**config.mk**
```make
export PLATFORM = sky130hd
export DESIGN_NAME = cml_core
export DESIGN_NICKNAME = d
export VERILOG_FILES = /design/src/rtl/cml_pkg.sv /design/src/rtl/cml_fmem.sv /design/src/rtl/cml_core.sv
export SDC_FILE = /design/constraint.sdc
export NUM_CORES = 2
export LEC_CHECK = 0
export CORE_UTILIZATION = 64
export DETAILED_ROUTE_END_ITERATION = 10
export DONT_BUFFER_PORTS = 1
export GPL_TIMING_DRIVEN = 1
export MAX_ROUTING_LAYER = met4
export PLACE_DENSITY = 0.88
export SLEW_MARGIN = 5
export SYNTH_ARGS = -nofsm -noshare
export SYNTH_HDL_FRONTEND = slang
export SYNTH_SLANG_ARGS = --single-unit
```
**constraint.sdc**
```tcl
create_clock -name sys_clk_i -period 10.49 [get_ports sys_clk_i]
set_clock_uncertainty 0.15 [all_clocks]
set_input_delay 0 -clock sys_clk_i [delete_from_list [all_inputs] [get_ports sys_clk_i]]
set_output_delay 0 -clock sys_clk_i [all_outputs]
set_load 0.05 [all_outputs]
```
**src/rtl/cml_pkg.sv**
```systemverilog
// Constants, register map, encodings and shared decode helpers for the
// instruction execution slice. Assumes a single 100 MHz clock domain.
//
// How it works
// - OR of working register and file register goes to destination, zero flag updated
// - Destination bit 0 writes working register, 1 writes the addressed file register
// - Increment adds one to the file register and routes it by destination bit
// - Move-file copies the file register to the chosen destination in one cycle
// - Move-file sets the zero flag from the moved value, even writing back
// - Store-working-register copies work into the file register, flags untouched, one cycle
// - Load-literal puts the 8-bit immediate into work, flags untouched, one cycle
// - Return pops the stack into the program counter, two cycles, only the underflow flag set, on an empty stack
// - Rotate-left moves old carry into bit 0 and old bit 7 into carry
package cml_pkg;

    // ------------------------------------------------------------
    // Widths
    // ------------------------------------------------------------
    localparam int DW = 8;
    localparam int FAW = 7;
    localparam int PCW = 13;
    localparam int IW = 12;
    localparam int AW = 8;
    localparam int BUS_W = 32;
    localparam int STK_DEPTH = 8;
    localparam int SPW = 4;
    localparam int SIW = 3;

    // ------------------------------------------------------------
    // Register map (byte addresses)
    // ------------------------------------------------------------
    localparam logic [AW-1:0] REG_INSTR = 8'h00;
    localparam logic [AW-1:0] REG_WORK = 8'h04;
    localparam logic [AW-1:0] REG_STATUS = 8'h08;
    localparam logic [AW-1:0] REG_PC = 8'h0C;
    localparam logic [AW-1:0] REG_STACK = 8'h10;
    localparam logic [AW-1:0] REG_FADDR = 8'h14;
    localparam logic [AW-1:0] REG_FDATA = 8'h18;
    localparam logic [AW-1:0] REG_CYCLES = 8'h1C;

    // ------------------------------------------------------------
    // Instruction word fields
    // ------------------------------------------------------------
    localparam int OP_MSB = 11;
    localparam int OP_LSB = 8;
    localparam int DEST_BIT = 7;
    localparam int F_MSB = 6;
    localparam int LIT_MSB = 7;
    localparam int STK_DEPTH_LSB = 16;

    // Opcodes
    localparam logic [3:0] OP_NOP = 4'h0;
    localparam logic [3:0] OP_OR_WORK_WITH_FILE = 4'h1;
    localparam logic [3:0] OP_INCREMENT_FILE = 4'h2;
    localparam logic [3:0] OP_MOVE_FILE = 4'h3;
    localparam logic [3:0] OP_STORE_WORK_TO_FILE = 4'h4;
    localparam logic [3:0] OP_LOAD_LITERAL_TO_WORK = 4'h5;
    localparam logic [3:0] OP_RETURN = 4'h6;
    localparam logic [3:0] OP_ROTATE_LEFT_THROUGH_CARRY = 4'h7;

    // Status bit positions
    localparam int ST_C = 0;
    localparam int ST_Z = 1;
    localparam int ST_BUSY = 2;
    localparam int ST_ILL = 3;
    localparam int ST_UNF = 4;
    localparam int ST_OVF = 5;

    // ------------------------------------------------------------
    // Reset values and counts
    // ------------------------------------------------------------
    localparam logic [DW-1:0] WORK_RST = 8'h00;
    localparam logic [PCW-1:0] PC_RST = 13'h0000;
    localparam logic [IW-1:0] INSTR_RST = 12'h000;
    localparam logic [FAW-1:0] FADDR_RST = 7'h00;
    localparam logic [BUS_W-1:0] WORD_ZERO = 32'h00000000;
    localparam logic [BUS_W-1:0] CYC_STEP = 32'h00000001;
    localparam logic [PCW-1:0] PC_STEP = 13'h0001;
    localparam logic [DW-1:0] INC_STEP = 8'h01;
    localparam logic [SPW-1:0] SP_STEP = 4'h1;
    localparam logic [SPW-1:0] SP_FULL = 4'h8;
    localparam logic [SPW-1:0] SP_EMPTY = 4'h0;

    // One-hot execution states
    typedef enum logic [4:0] {
        S_IDLE = 5'b00001,
        S_READ = 5'b00010,
        S_EXEC = 5'b00100,
        S_RET2 = 5'b01000,
        S_BUSRD = 5'b10000
    } cml_state_t;

    // File operand of an instruction word
    function automatic logic [FAW-1:0] file_addr(input logic [IW-1:0] ins);
        file_addr = ins[F_MSB:0];
    endfunction

    // Opcodes whose result may go back into the file register
    function automatic logic dest_op(input logic [3:0] op);
        dest_op = (op == OP_OR_WORK_WITH_FILE) || (op == OP_INCREMENT_FILE) ||
                  (op == OP_MOVE_FILE) || (op == OP_ROTATE_LEFT_THROUGH_CARRY);
    endfunction

endpackage

```
**src/rtl/cml_fmem.sv**
```systemverilog
// File register memory, 128 bytes, one write and one read port.
// Read data come out of a register one clock after the address.
`timescale 1ns/100ps
module cml_fmem (
    input wire logic sys_clk_i,
    input wire logic nrst_i,
    input wire logic ce_i,
    input wire logic we_i,
    input wire logic [cml_pkg::FAW-1:0] waddr_i,
    input wire logic [cml_pkg::DW-1:0] wdata_i,
    input wire logic [cml_pkg::FAW-1:0] raddr_i,
    output logic [cml_pkg::DW-1:0] rdata_o
);
    import cml_pkg::*;

    logic [DW-1:0] mem [2**FAW];
    logic [DW-1:0] next_rdata;

    // Read before write: a same-cycle write is seen one access later
    always_comb begin
        next_rdata = mem[raddr_i];
    end

    // Array holds no reset, so it maps onto plain RAM
    always_ff @(posedge sys_clk_i) begin
        if (ce_i && we_i) begin
            mem[waddr_i] <= wdata_i;
        end
    end

    // Registered read data
    always_ff @(posedge sys_clk_i or negedge nrst_i) begin
        if (!nrst_i) begin
            rdata_o <= WORK_RST;
        end else if (ce_i) begin
            rdata_o <= next_rdata;
        end
    end

endmodule

```
**src/rtl/cml_core.sv**
```systemverilog
// Execution slice of an 8-bit accumulator core with an APB register port.
// Assumes an APB master on sys_clk_i; the file memory sits in cml_fmem.
//
// Chosen here: the APB slave port and the register offsets.
`timescale 1ns/100ps
module cml_core (
    input wire logic sys_clk_i,
    input wire logic nrst_i,
    input wire logic ce_i,
    input wire logic psel_i,
    input wire logic penable_i,
    input wire logic pwrite_i,
    input wire logic [cml_pkg::AW-1:0] paddr_i,
    input wire logic [cml_pkg::BUS_W-1:0] pwdata_i,
    output logic [cml_pkg::BUS_W-1:0] prdata_o,
    output logic pready_o,
    output logic pslverr_o
);
    import cml_pkg::*;

    // ------------------------------------------------------------
    // State
    // ------------------------------------------------------------
    cml_state_t state, next_state;
    logic [IW-1:0] instr, next_instr;
    logic [DW-1:0] work, next_work;
    logic carry, next_carry;
    logic zero, next_zero;
    logic ill, next_ill;
    logic unf, next_unf;
    logic ovf, next_ovf;
    logic [PCW-1:0] pc, next_pc;
    logic [PCW-1:0] stack [STK_DEPTH];
    logic [PCW-1:0] next_stack [STK_DEPTH];
    logic [SPW-1:0] sp, next_sp;
    logic [BUS_W-1:0] cycles, next_cycles;
    logic [FAW-1:0] faddr, next_faddr;
    logic rsp, next_rsp;
    logic [BUS_W-1:0] next_rdata;

    logic mem_we;
    logic [FAW-1:0] mem_waddr;
    logic [DW-1:0] mem_wdata;
    logic [FAW-1:0] mem_raddr;
    logic [DW-1:0] mem_rdata;

    logic [3:0] op;
    logic dest;
    logic [FAW-1:0] fa;
    logic [DW-1:0] lit;
    logic [DW-1:0] res;
    logic [PCW-1:0] top;
    logic idle, access, bus_wr, rd_start, mapped;

    // ------------------------------------------------------------
    // Decode
    // ------------------------------------------------------------
    assign op = instr[OP_MSB:OP_LSB];
    assign dest = instr[DEST_BIT];
    assign fa = file_addr(instr);
    assign lit = instr[LIT_MSB:0];
    assign top = stack[SIW'(sp - SP_STEP)];
    assign idle = (state == S_IDLE);
    assign access = psel_i && penable_i;
    assign bus_wr = access && pwrite_i && idle;
    assign rd_start = access && !pwrite_i && !rsp && idle;
    assign mapped = (paddr_i == REG_INSTR) || (paddr_i == REG_WORK) || (paddr_i == REG_STATUS) ||
                    (paddr_i == REG_PC) || (paddr_i == REG_STACK) || (paddr_i == REG_FADDR) ||
                    (paddr_i == REG_FDATA) || (paddr_i == REG_CYCLES);

    // Writes stall while an instruction runs, reads answer from a register
    assign pready_o = ce_i && access && (pwrite_i ? idle : rsp);
    assign pslverr_o = pready_o && !mapped;

    // Result of the file-sourced operations
    always_comb begin
        case (op)
            OP_OR_WORK_WITH_FILE: res = work | mem_rdata;
            OP_INCREMENT_FILE: res = mem_rdata + INC_STEP;
            OP_ROTATE_LEFT_THROUGH_CARRY: res = {mem_rdata[DW-2:0], carry};
            default: res = mem_rdata;
        endcase
    end

    // ------------------------------------------------------------
    // File memory ports
    // ------------------------------------------------------------
    // Execution writes and bus writes never overlap: bus writes need idle
    always_comb begin
        mem_we = 1'b0;
        mem_waddr = fa;
        mem_wdata = res;
        if (state == S_EXEC && op == OP_STORE_WORK_TO_FILE) begin
            mem_we = 1'b1;
            mem_wdata = work;
        end else if (state == S_EXEC && dest_op(op) && dest) begin
            mem_we = 1'b1;
        end else if (bus_wr && paddr_i == REG_FDATA) begin
            mem_we = 1'b1;
            mem_waddr = faddr;
            mem_wdata = pwdata_i[DW-1:0];
        end
    end

    assign mem_raddr = (state == S_READ) ? fa : faddr;

    cml_fmem u_fmem (
        .sys_clk_i(sys_clk_i),
        .nrst_i(nrst_i),
        .ce_i(ce_i),
        .we_i(mem_we),
        .waddr_i(mem_waddr),
        .wdata_i(mem_wdata),
        .raddr_i(mem_raddr),
        .rdata_o(mem_rdata)
    );

    // ------------------------------------------------------------
    // Core next state
    // ------------------------------------------------------------
    always_comb begin
        next_state = state;
        next_instr = instr;
        next_work = work;
        next_carry = carry;
        next_zero = zero;
        next_ill = ill;
        next_unf = unf;
        next_ovf = ovf;
        next_pc = pc;
        next_stack = stack;
        next_sp = sp;
        next_cycles = cycles;
        next_faddr = faddr;
        case (state)
            S_IDLE: begin
                if (rd_start && paddr_i == REG_FDATA) begin
                    next_state = S_BUSRD;
                end
                if (bus_wr) begin
                    case (paddr_i)
                        REG_INSTR: begin
                            next_instr = pwdata_i[IW-1:0];
                            next_state = S_READ;
                        end
                        REG_WORK: next_work = pwdata_i[DW-1:0];
                        REG_STATUS: begin
                            next_carry = pwdata_i[ST_C];
                            next_zero = pwdata_i[ST_Z];
                            next_ill = pwdata_i[ST_ILL];
                            next_unf = pwdata_i[ST_UNF];
                            next_ovf = pwdata_i[ST_OVF];
                        end
                        REG_PC: next_pc = pwdata_i[PCW-1:0];
                        REG_STACK: begin
                            // A push on a full stack is dropped and flagged
                            if (sp == SP_FULL) begin
                                next_ovf = 1'b1;
                            end else begin
                                next_stack[SIW'(sp)] = pwdata_i[PCW-1:0];
                                next_sp = sp + SP_STEP;
                            end
                        end
                        REG_FADDR: next_faddr = pwdata_i[FAW-1:0];
                        REG_CYCLES: next_cycles = pwdata_i;
                        default: next_state = state;
                    endcase
                end
            end
            S_READ: begin
                next_state = S_EXEC;
            end
            S_EXEC: begin
                // Every instruction here is one word; all but return (which goes on to S_RET2) end in this cycle
                next_cycles = cycles + CYC_STEP;
                next_pc = pc + PC_STEP;
                next_state = S_IDLE;
                case (op)
                    OP_NOP: next_state = S_IDLE;
                    OP_OR_WORK_WITH_FILE, OP_INCREMENT_FILE, OP_MOVE_FILE: begin
                        next_zero = (res == WORK_RST);
                        if (!dest) begin
                            next_work = res;
                        end
                    end
                    OP_ROTATE_LEFT_THROUGH_CARRY: begin
                        next_carry = mem_rdata[DW-1];
                        if (!dest) begin
                            next_work = res;
                        end
                    end
                    OP_STORE_WORK_TO_FILE: next_state = S_IDLE;
                    OP_LOAD_LITERAL_TO_WORK: next_work = lit;
                    OP_RETURN: begin
                        // Empty stack still loads the wrapped slot, but is flagged
                        next_pc = top;
                        next_state = S_RET2;
                        if (sp == SP_EMPTY) begin
                            next_unf = 1'b1;
                        end else begin
                            next_sp = sp - SP_STEP;
                        end
                    end
                    default: next_ill = 1'b1;
                endcase
            end
            S_RET2: begin
                next_cycles = cycles + CYC_STEP;
                next_state = S_IDLE;
            end
            S_BUSRD: begin
                next_state = S_IDLE;
            end
            default: next_state = S_IDLE;
        endcase
    end

    // Core registers, frozen while ce_i is low
    always_ff @(posedge sys_clk_i or negedge nrst_i) begin
        if (!nrst_i) begin
            state <= S_IDLE;
            instr <= INSTR_RST;
            work <= WORK_RST;
            carry <= 1'b0;
            zero <= 1'b0;
            ill <= 1'b0;
            unf <= 1'b0;
            ovf <= 1'b0;
            pc <= PC_RST;
            for (int i = 0; i < STK_DEPTH; i++) begin
                stack[i] <= PC_RST;
            end
            sp <= SP_EMPTY;
            cycles <= WORD_ZERO;
            faddr <= FADDR_RST;
        end else if (ce_i) begin
            state <= next_state;
            instr <= next_instr;
            work <= next_work;
            carry <= next_carry;
            zero <= next_zero;
            ill <= next_ill;
            unf <= next_unf;
            ovf <= next_ovf;
            pc <= next_pc;
            stack <= next_stack;
            sp <= next_sp;
            cycles <= next_cycles;
            faddr <= next_faddr;
        end
    end

    // ------------------------------------------------------------
    // Bus read response
    // ------------------------------------------------------------
    // Read data registered one cycle before pready, so prdata is a flop
    always_comb begin
        next_rsp = rsp;
        next_rdata = prdata_o;
        if (rsp && access) begin
            next_rsp = 1'b0;
        end else if (state == S_BUSRD) begin
            next_rsp = 1'b1;
            next_rdata = {{(BUS_W-DW){1'b0}}, mem_rdata};
        end else if (rd_start && paddr_i != REG_FDATA) begin
            next_rsp = 1'b1;
            case (paddr_i)
                REG_INSTR: next_rdata = {{(BUS_W-IW){1'b0}}, instr};
                REG_WORK: next_rdata = {{(BUS_W-DW){1'b0}}, work};
                REG_STATUS: next_rdata = {{(BUS_W-ST_OVF-1){1'b0}}, ovf, unf, ill, !idle, zero, carry};
                REG_PC: next_rdata = {{(BUS_W-PCW){1'b0}}, pc};
                REG_STACK: next_rdata = {{(BUS_W-STK_DEPTH_LSB-SPW){1'b0}}, sp,
                                         {(STK_DEPTH_LSB-PCW){1'b0}}, top};
                REG_FADDR: next_rdata = {{(BUS_W-FAW){1'b0}}, faddr};
                REG_CYCLES: next_rdata = cycles;
                default: next_rdata = WORD_ZERO;
            endcase
        end
    end

    always_ff @(posedge sys_clk_i or negedge nrst_i) begin
        if (!nrst_i) begin
            rsp <= 1'b0;
            prdata_o <= WORD_ZERO;
        end else if (ce_i) begin
            rsp <= next_rsp;
            prdata_o <= next_rdata;
        end
    end
endmodule

```
# Yosys cells after proc, flatten, opt, wreduce, memory -nomap -nowiden
# Memories as Yosys holds them, arrays and structs flattened. A register that Yosys moved wholly into a read port is not among the register bits.
# Index checks and enable logic that the tools add are counted.
[word_totals]
latchBits = 0
memories = 1
elab_cells = 204
mem_bits_rw = 1024
mem_bits_ro = 0
reg_bits = 223
[mem_list]
columns = ["name", "words", "word_bits", "read_ports", "rd_ports_with_merged_regs", "write_ports", "line_no", "rtl"]
rows = [
  ["u_fmem.mem", 128, 8, 1, 1, 1, "cml_fmem.sv:16", "logic [DW-1:0] mem [2**FAW];"],
]
[op_classes]
mux = 68
magnitude_cmp = 3
n_bitwise = 5
multipliers = 0
n_reduce_logical = 62
add_sub_neg = 5
div = 0
n_shift = 0
n_eq_ne = 38
[op_table]
columns = ["operator", "count"]
rows = [
  ["one-hot mux 32 bit (7 select lines)", 1],
  ["two-way mux 32 bit", 4],
  ["bitwise mux 104 bit", 1],
  ["two-way mux 13 bit", 6],
  ["one-hot mux 32 bit (2 select lines)", 1],
  ["two-way mux 8 bit", 6],
  ["binary-select mux 13 bit (select 3 bit)", 1],
  ["demux 13 bit (select 3 bit)", 1],
  ["adder 32 x 1 -> 32 bit (second input constant)", 1],
  ["== test 8 x 5 -> 1 bit (second input constant)", 4],
  ["one-hot mux 8 bit (2 select lines)", 2],
  ["two-way mux 7 bit", 4],
  ["one-hot mux 13 bit (2 select lines)", 1],
  ["AND reduction 5 bit", 5],
  ["two-way mux 4 bit", 6],
  ["one-hot mux 8 bit (3 select lines)", 1],
  ["two-way mux 1 bit", 23],
  ["inequality test 2 x 1 -> 1 bit (second input constant)", 11],
  ["logical AND 1 bit", 18],
  ["== test 4 x 3 -> 1 bit (second input constant)", 4],
  ["== test 8 x 4 -> 1 bit (second input constant)", 2],
  ["zero test 8 bit", 2],
  ["AND reduction 4 bit", 4],
  ["one-hot mux 5 bit (3 select lines)", 1],
  ["other kinds (41)", 71],
]

# Depth between registers and ports, before layout
[logic_depth]
depth_word = 11
mapped_depth = 15
mapped_depth_nobuf = 10

# By module
# A second synthesis with hierarchy kept.
[unflattened]
hier_cells = 3268
area_unflattened_um2 = 53136.0
[modules_own_cells]
columns = ["module", "cells_each", "area_each_um2", "instances", "seq_area_each_um2"]
rows = [
  ["cml_fmem", 2038, 40482.6, 1, 30949.7],
  ["cml_core", 1230, 12653.4, 1, 5581.6],
]

# Least setup slack after synthesis
# No wires, ideal clock.
[synth_path]
path_kind = "reg2reg"
from = "register instr[8]"
to = "memory u_fmem.mem[0][7] (data pin)"
stages_incl_launch_ff = 8
required_time_ns = 9.143
path_buffers = 1
period_less_slack_ns = 8.317
path_slack_ns = 2.173
t_arrival_ns = 6.970
path_cell_list = "dfrtp_1 clkbuf_1 nor4b_1 a21oi_1 a21boi_0 a41oi_1 o22ai_1 o21ai_0"
[synth_via]
elab_chain_len = 8
word_cells_on_any_way = 15
[synth_rtl]
columns = ["element", "line_no", "rtl"]
rows = [
  ["start: declaration", "cml_core.sv:25", "logic [IW-1:0] instr, next_instr;"],
  ["start signal: assignment", "cml_core.sv:238", "instr <= next_instr;"],
  ["== test 4 x 1 -> 1 bit or == test 4 x 2 -> 1 bit (tied branches)", "cml_pkg.sv:100, cml_core.sv:77", ""],
  ["logical OR 1 bit (2 in a row)", "cml_pkg.sv:100", "dest_op = (op == OP_OR_WORK_WITH_FILE) || (op == OP_INCREMENT_FILE) ||"],
  ["logical OR 1 bit", "cml_pkg.sv:101", "(op == OP_MOVE_FILE) || (op == OP_ROTATE_LEFT_THROUGH_CARRY);"],
  ["logical AND 1 bit (2 in a row)", "cml_core.sv:96", "end else if (state == S_EXEC && dest_op(op) && dest) begin"],
  ["two-way mux 8 bit", "cml_core.sv:96", ""],
  ["two-way mux 8 bit (*)", "cml_core.sv:93", "if (state == S_EXEC && op == OP_STORE_WORK_TO_FILE) begin"],
  ["via mem_wdata[7]", "cml_core.sv:43", "logic [DW-1:0] mem_wdata;"],
  ["end: declaration", "cml_fmem.sv:16", ""],
]
# Mark *: on every way through the listed nets, which the timed path passes. The rest lies on a longest branch.

# Final worst setup path
[layout_path]
from = "register state[3]"
to = "register u_fmem.rdata_o[1] (netlist name) (read register of u_fmem.mem)"
[layout_via]
elab_chain_len = 2
[layout_rtl]
columns = ["element", "line_no", "rtl"]
rows = [
  ["start: declaration", "cml_core.sv:24", "cml_state_t state, next_state;"],
  ["start signal: assignment", "cml_core.sv:237", "state <= next_state;"],
  ["== test 5 x 2 -> 1 bit", "cml_core.sv:105", "assign mem_raddr = (state == S_READ) ? fa : faddr;"],
  ["two-way mux 7 bit", "cml_core.sv:105", ""],
  ["end: declaration", "cml_fmem.sv:12", "output logic [cml_pkg::DW-1:0] rdata_o"],
]
# Every way passes these cells.
# A chain may end at the register's enable or synchronous reset.

==> metrics.md <==
| Metric | Value |
|---|---|
| Clock Sinks | `1255` |
| Residual DRC | `0` |
| Die area | `approximately 86000 sq um` |
| Crit path DAT | `roughly 6.4 ns` |
| Die W | `a little under 300 um` |
| Clock latency on the worst-skew pair | `0.74 ns` |
| Share of the synthesized area in the top cell type | `56.52%` |
| Max Cap Violations | `0` |
| Post-Place Setup Slack | `4.782 ns` |
| Required time worst endpoint | `~11 ns` |
| Mapped Cells | `~4200` |
| Top achievable clock speed | `~170 MHz` |
| Clock-pin slew on the worst setup and hold paths | `~0.070 ns` |
| Comb pwr share | `between 20% and 30%` |
| Nature of the critical path endpoint | `flip-flop` |
| Synth Cell Area | `around 54000 sq um` |
| Area grow syn2layout | `10.34%` |
| Area share of fa/ha/maj cells after synthesis | `0.1334%` |
| Initial antenna violation count | `10` |
| Syn_area_per_cell | `~13 sq um` |
| Critical-path top delay cell | `buf_4` |
| Total Wirelength | `around 160000 um` |
| Post-route ant nets | `0` |
| Main combinational cell family by area after synthesis | `simple AND/OR/NAND/NOR gates` |
| CP Launch Type | `flip-flop` |
| Slew Viols, Final | `0` |
| Worst slew margin | `slightly below 6%` |
| Reg power frac | `between 40% and 50%` |
| Wirelength per Cell | `between 20 and 30 um` |
| Ys async rst share | `18.41%` |
| Register area share after synthesis | `roughly 67%` |
| Setup-failing EPs final | `0` |
| Layout cell share with drive strength beyond 1 | `about an eighth` |
| Final worst-path cycle share | `a little under three fifths` |
| Nets | `4263` |
| Fraction of the mapped netlist area in compound gates | `approximately 9.1%` |
| CTS H-tree depth | `3` |
| VDD IR max | `~0.00028 V` |
| Switch share | `roughly a third` |
| Hold crit path type | `in -> async` |
| Overall routing resource usage | `a little under two fifths` |
| Final GP Congestion | `roughly 0.99` |
| Synthesis Warnings | `0` |
| Setup Buffers After CTS | `0` |
| WS Path Type | `reg -> reg` |
| Mapped Nets | `4281` |
| Die Height | `~290 um` |
| Cts-stage hold buffer count | `78` |
| RSZ-0062 raised after global routing | `false` |
| Most numerous cell on the critical path | `buf_4` |
| CP top delay family | `buffers and inverters` |
| Proportion of synthesized area in mux cells | `8.320%` |
| Clock buffer depth | `3` |
| Gr ovfl total | `0` |
| # port buffers | `0` |
| Number of global-route vias before repair | `38059` |
| Cells along the critical path | `nor3_4 > nand2_2 > buf_4 > nand2_8 > buf_4 > buf_4 > nand2_1 > a32o_1 > a21oi_1 > a2bb2oi_1 > nor4_1 > a311oi_1` |
| EDFF count, synth | `between 1000 and 1500` |
| Register bit total from synthesis | `about 1300` |
| Std-Cell Rows | `roughly 110` |
| Pin count of the biggest net entering global routing | `232` |
| Detailed-router iteration count before antenna repair | `10` |
| Vias per Instance | `7.305` |
| Simple-Gate Fraction of Synth Area | `between 10% and 20%` |
| Crit Path Max Fanout | `between 100 and 150` |
| Tmin final | `5.966 ns` |
| Switching power total | `~4.7 mW` |
| Top post-synthesis cells by area | `edfxtp_1 57%, dfrtp_1 11%, nand2_1 5.3%, mux2_2 2.9%, nand3_1 2.8%` |
| Final hold violation count | `13` |
| CTS Buf Count | `between 100 and 150` |
| Gates resized, CTS repair | `0` |
| Setup_tns | `0 ns` |
| CTS tree | `yes` |
| PD cells | `~240 nW/um^2` |
| Top-Level Pins | `80` |
| CP max stage delay | `0.92 ns` |
| Yosys cell types | `84` |
| 1st-iter DRT viols | `approximately 7600` |
| Clock root cell | `clkbuf_16` |
| Area share of xor/xnor cells in the synthesized design | `0.1288%` |
| Leak | `about 21 nW` |
| Actual slew at the worst max-slew pin | `between 1 and 1.5 ns` |
| Clk pwr share | `between 20% and 30%` |
| CP Buf/Inv Count | `3` |
| First-pass GRT wire length | `roughly 240000 um` |
| Worst setup margin | `between 4 and 5 ns` |
| Top FF cell, synth | `edfxtp_1` |
| Core Area | `83950 sq um` |
| Starting Density | `between 60% and 70%` |
| Final hold slack | `-0.1530 ns` |
| Synth area leader | `edfxtp_1` |
| Via count | `roughly 40000` |
| Outcome | `complete, but fails checks` |
| Post-DP HPWL | `about 91000 um` |
| P_int | `~9.6 mW` |
| Failing checks | `hold timing` |
-- cells by family (layout without fill, tap and decap cells) --
| family | Yosys count | after routing |
|---|---|---|
| simple gates | 1550 | 1550 |
| flops | 1255 | 1255 |
| compound gates | 742 | 742 |
| mux | 353 | 353 |
| buf+inv | 316 | 399 |
| xor+xnor | 8 | 8 |
| fa+ha+maj | 6 | 6 |
| other cells | 0 | 11 |
-- placed cells by master, fill, tap and decap left out, types with 18 or more instances in the layout --
master / count
dfrtp_1: 229
o22ai_1: 28
edfxtp_1: 1024
nand4_1: 30
and3_1: 62
a22o_1: 24
buf_4: 80
clkbuf_1: 31
clkbuf_16: 119
a32oi_1: 55
clkinv_1: 26
nand2_1: 769
a31oi_1: 61
a311oi_1: 19
mux2i_1: 140
clkinv_2: 23
nor2_1: 226
o21ai_0: 153
a221oi_1: 21
a22oi_1: 31
a211oi_1: 47
nor3_1: 41
mux2_2: 138
nand3_1: 298
a21oi_1: 165
mux4_2: 65
dlygate4sd3_1: 75
inv_1: 18
-- state kept, by name, summed over array words and instances, names as in the netlist, 4 cells and up --
register and cells:
work 8, prdata_o 32, faddr 7, pc 13, sp 4, stack 104
cycles 32, instr 12, u_fmem.rdata_o 8, u_fmem.mem 1024, state 5
-- stage by stage --
| stage | area [sq um] | utilization [%] | cells | total power, mW | hold slack [ns] |
|---|---|---|---|---|---|
| CTS | 60010 | 71.48 | 5447 | 14.07 | 0.01016 |
| finish | 60030 | 71.51 | 5458 | 14.29 | -0.1530 |
| global route | 60030 | 71.51 | 5458 | 14.57 | 0.05153 |
| detailed placement | 55380 | 65.96 | 5147 | 9.840 | -0.4416 |
| floorplan | 54410 | - | 4230 | 8.831 | -0.4456 |
| global placement | 55380 | 65.96 | 5147 | 9.723 | -0.4416 |
-- power by group through the flow --
| stage | Sequential (mW) | Combinational (mW) | Clock, mW |
|---|---|---|---|
| after CTS | 6.70 | 3.14 | 4.23 |
| after floorplan | 6.94 | 1.89 | 0 |
| final | 6.74 | 3.29 | 4.26 |
| after detailed placement | 6.81 | 3.03 | 0 |
| after global routing | 6.75 | 3.40 | 4.43 |
| after global placement | 6.79 | 2.93 | 0 |
-- Yosys cell counts, types with 34 or more instances --
cell,instances
nor3_1,43
nor2_1,229
dfrtp_1,230
mux2i_1,144
buf_1,34
edfxtp_1,1024
clkbuf_1,162
o21ai_0,162
buf_2,86
nand2_1,772
a211oi_1,47
mux2_2,138
a32oi_1,55
and3_1,62
a21oi_1,167
a31oi_1,62
nand3_1,300
mux4_2,65
-- cell type report --
| type | instances | area, sq um |
|---|---|---|
| Multi-Input combinational cell | 2659 | 16740 |
| Tap cell | 1134 | 1419 |
| Timing Repair Buffer | 159 | 1439 |
| Sequential cell | 1255 | 36530 |
| Antenna cell | 11 | 27.53 |
| Clock inverter | 69 | 674.4 |
| Inverter | 18 | 67.56 |
| Fill cell | 4839 | 23920 |
| Clock buffer | 153 | 3136 |
-- routing by layer --
metal	vias up	wire length, um	global-route usage, %
met4	0	10590	19.30
li1	15974	-	-
met3	933	26740	11.70
met1	18900	52600	48.56
met5	-	0	-
met2	4062	71830	56.58
-- worst paths after layout --
kind,slack [ns],depth (start not counted),endpoint,startpoint
setup reg to reg,4.52,12,u_fmem.rdata_o[1],state[3]
hold reg to reg,0.33,1,stack[78],stack[78]
min in group sys_clk_i,0.03,3,u_fmem.mem[119][0],pwdata_i[0]
max in group asynchronous,9.27,2,u_fmem.rdata_o[0],nrst_i
hold / removal,-0.15,2,faddr[0],nrst_i
setup / recovery,4.52,12,u_fmem.rdata_o[1],state[3]
Note: power is estimated with default switching activity, not from simulation.
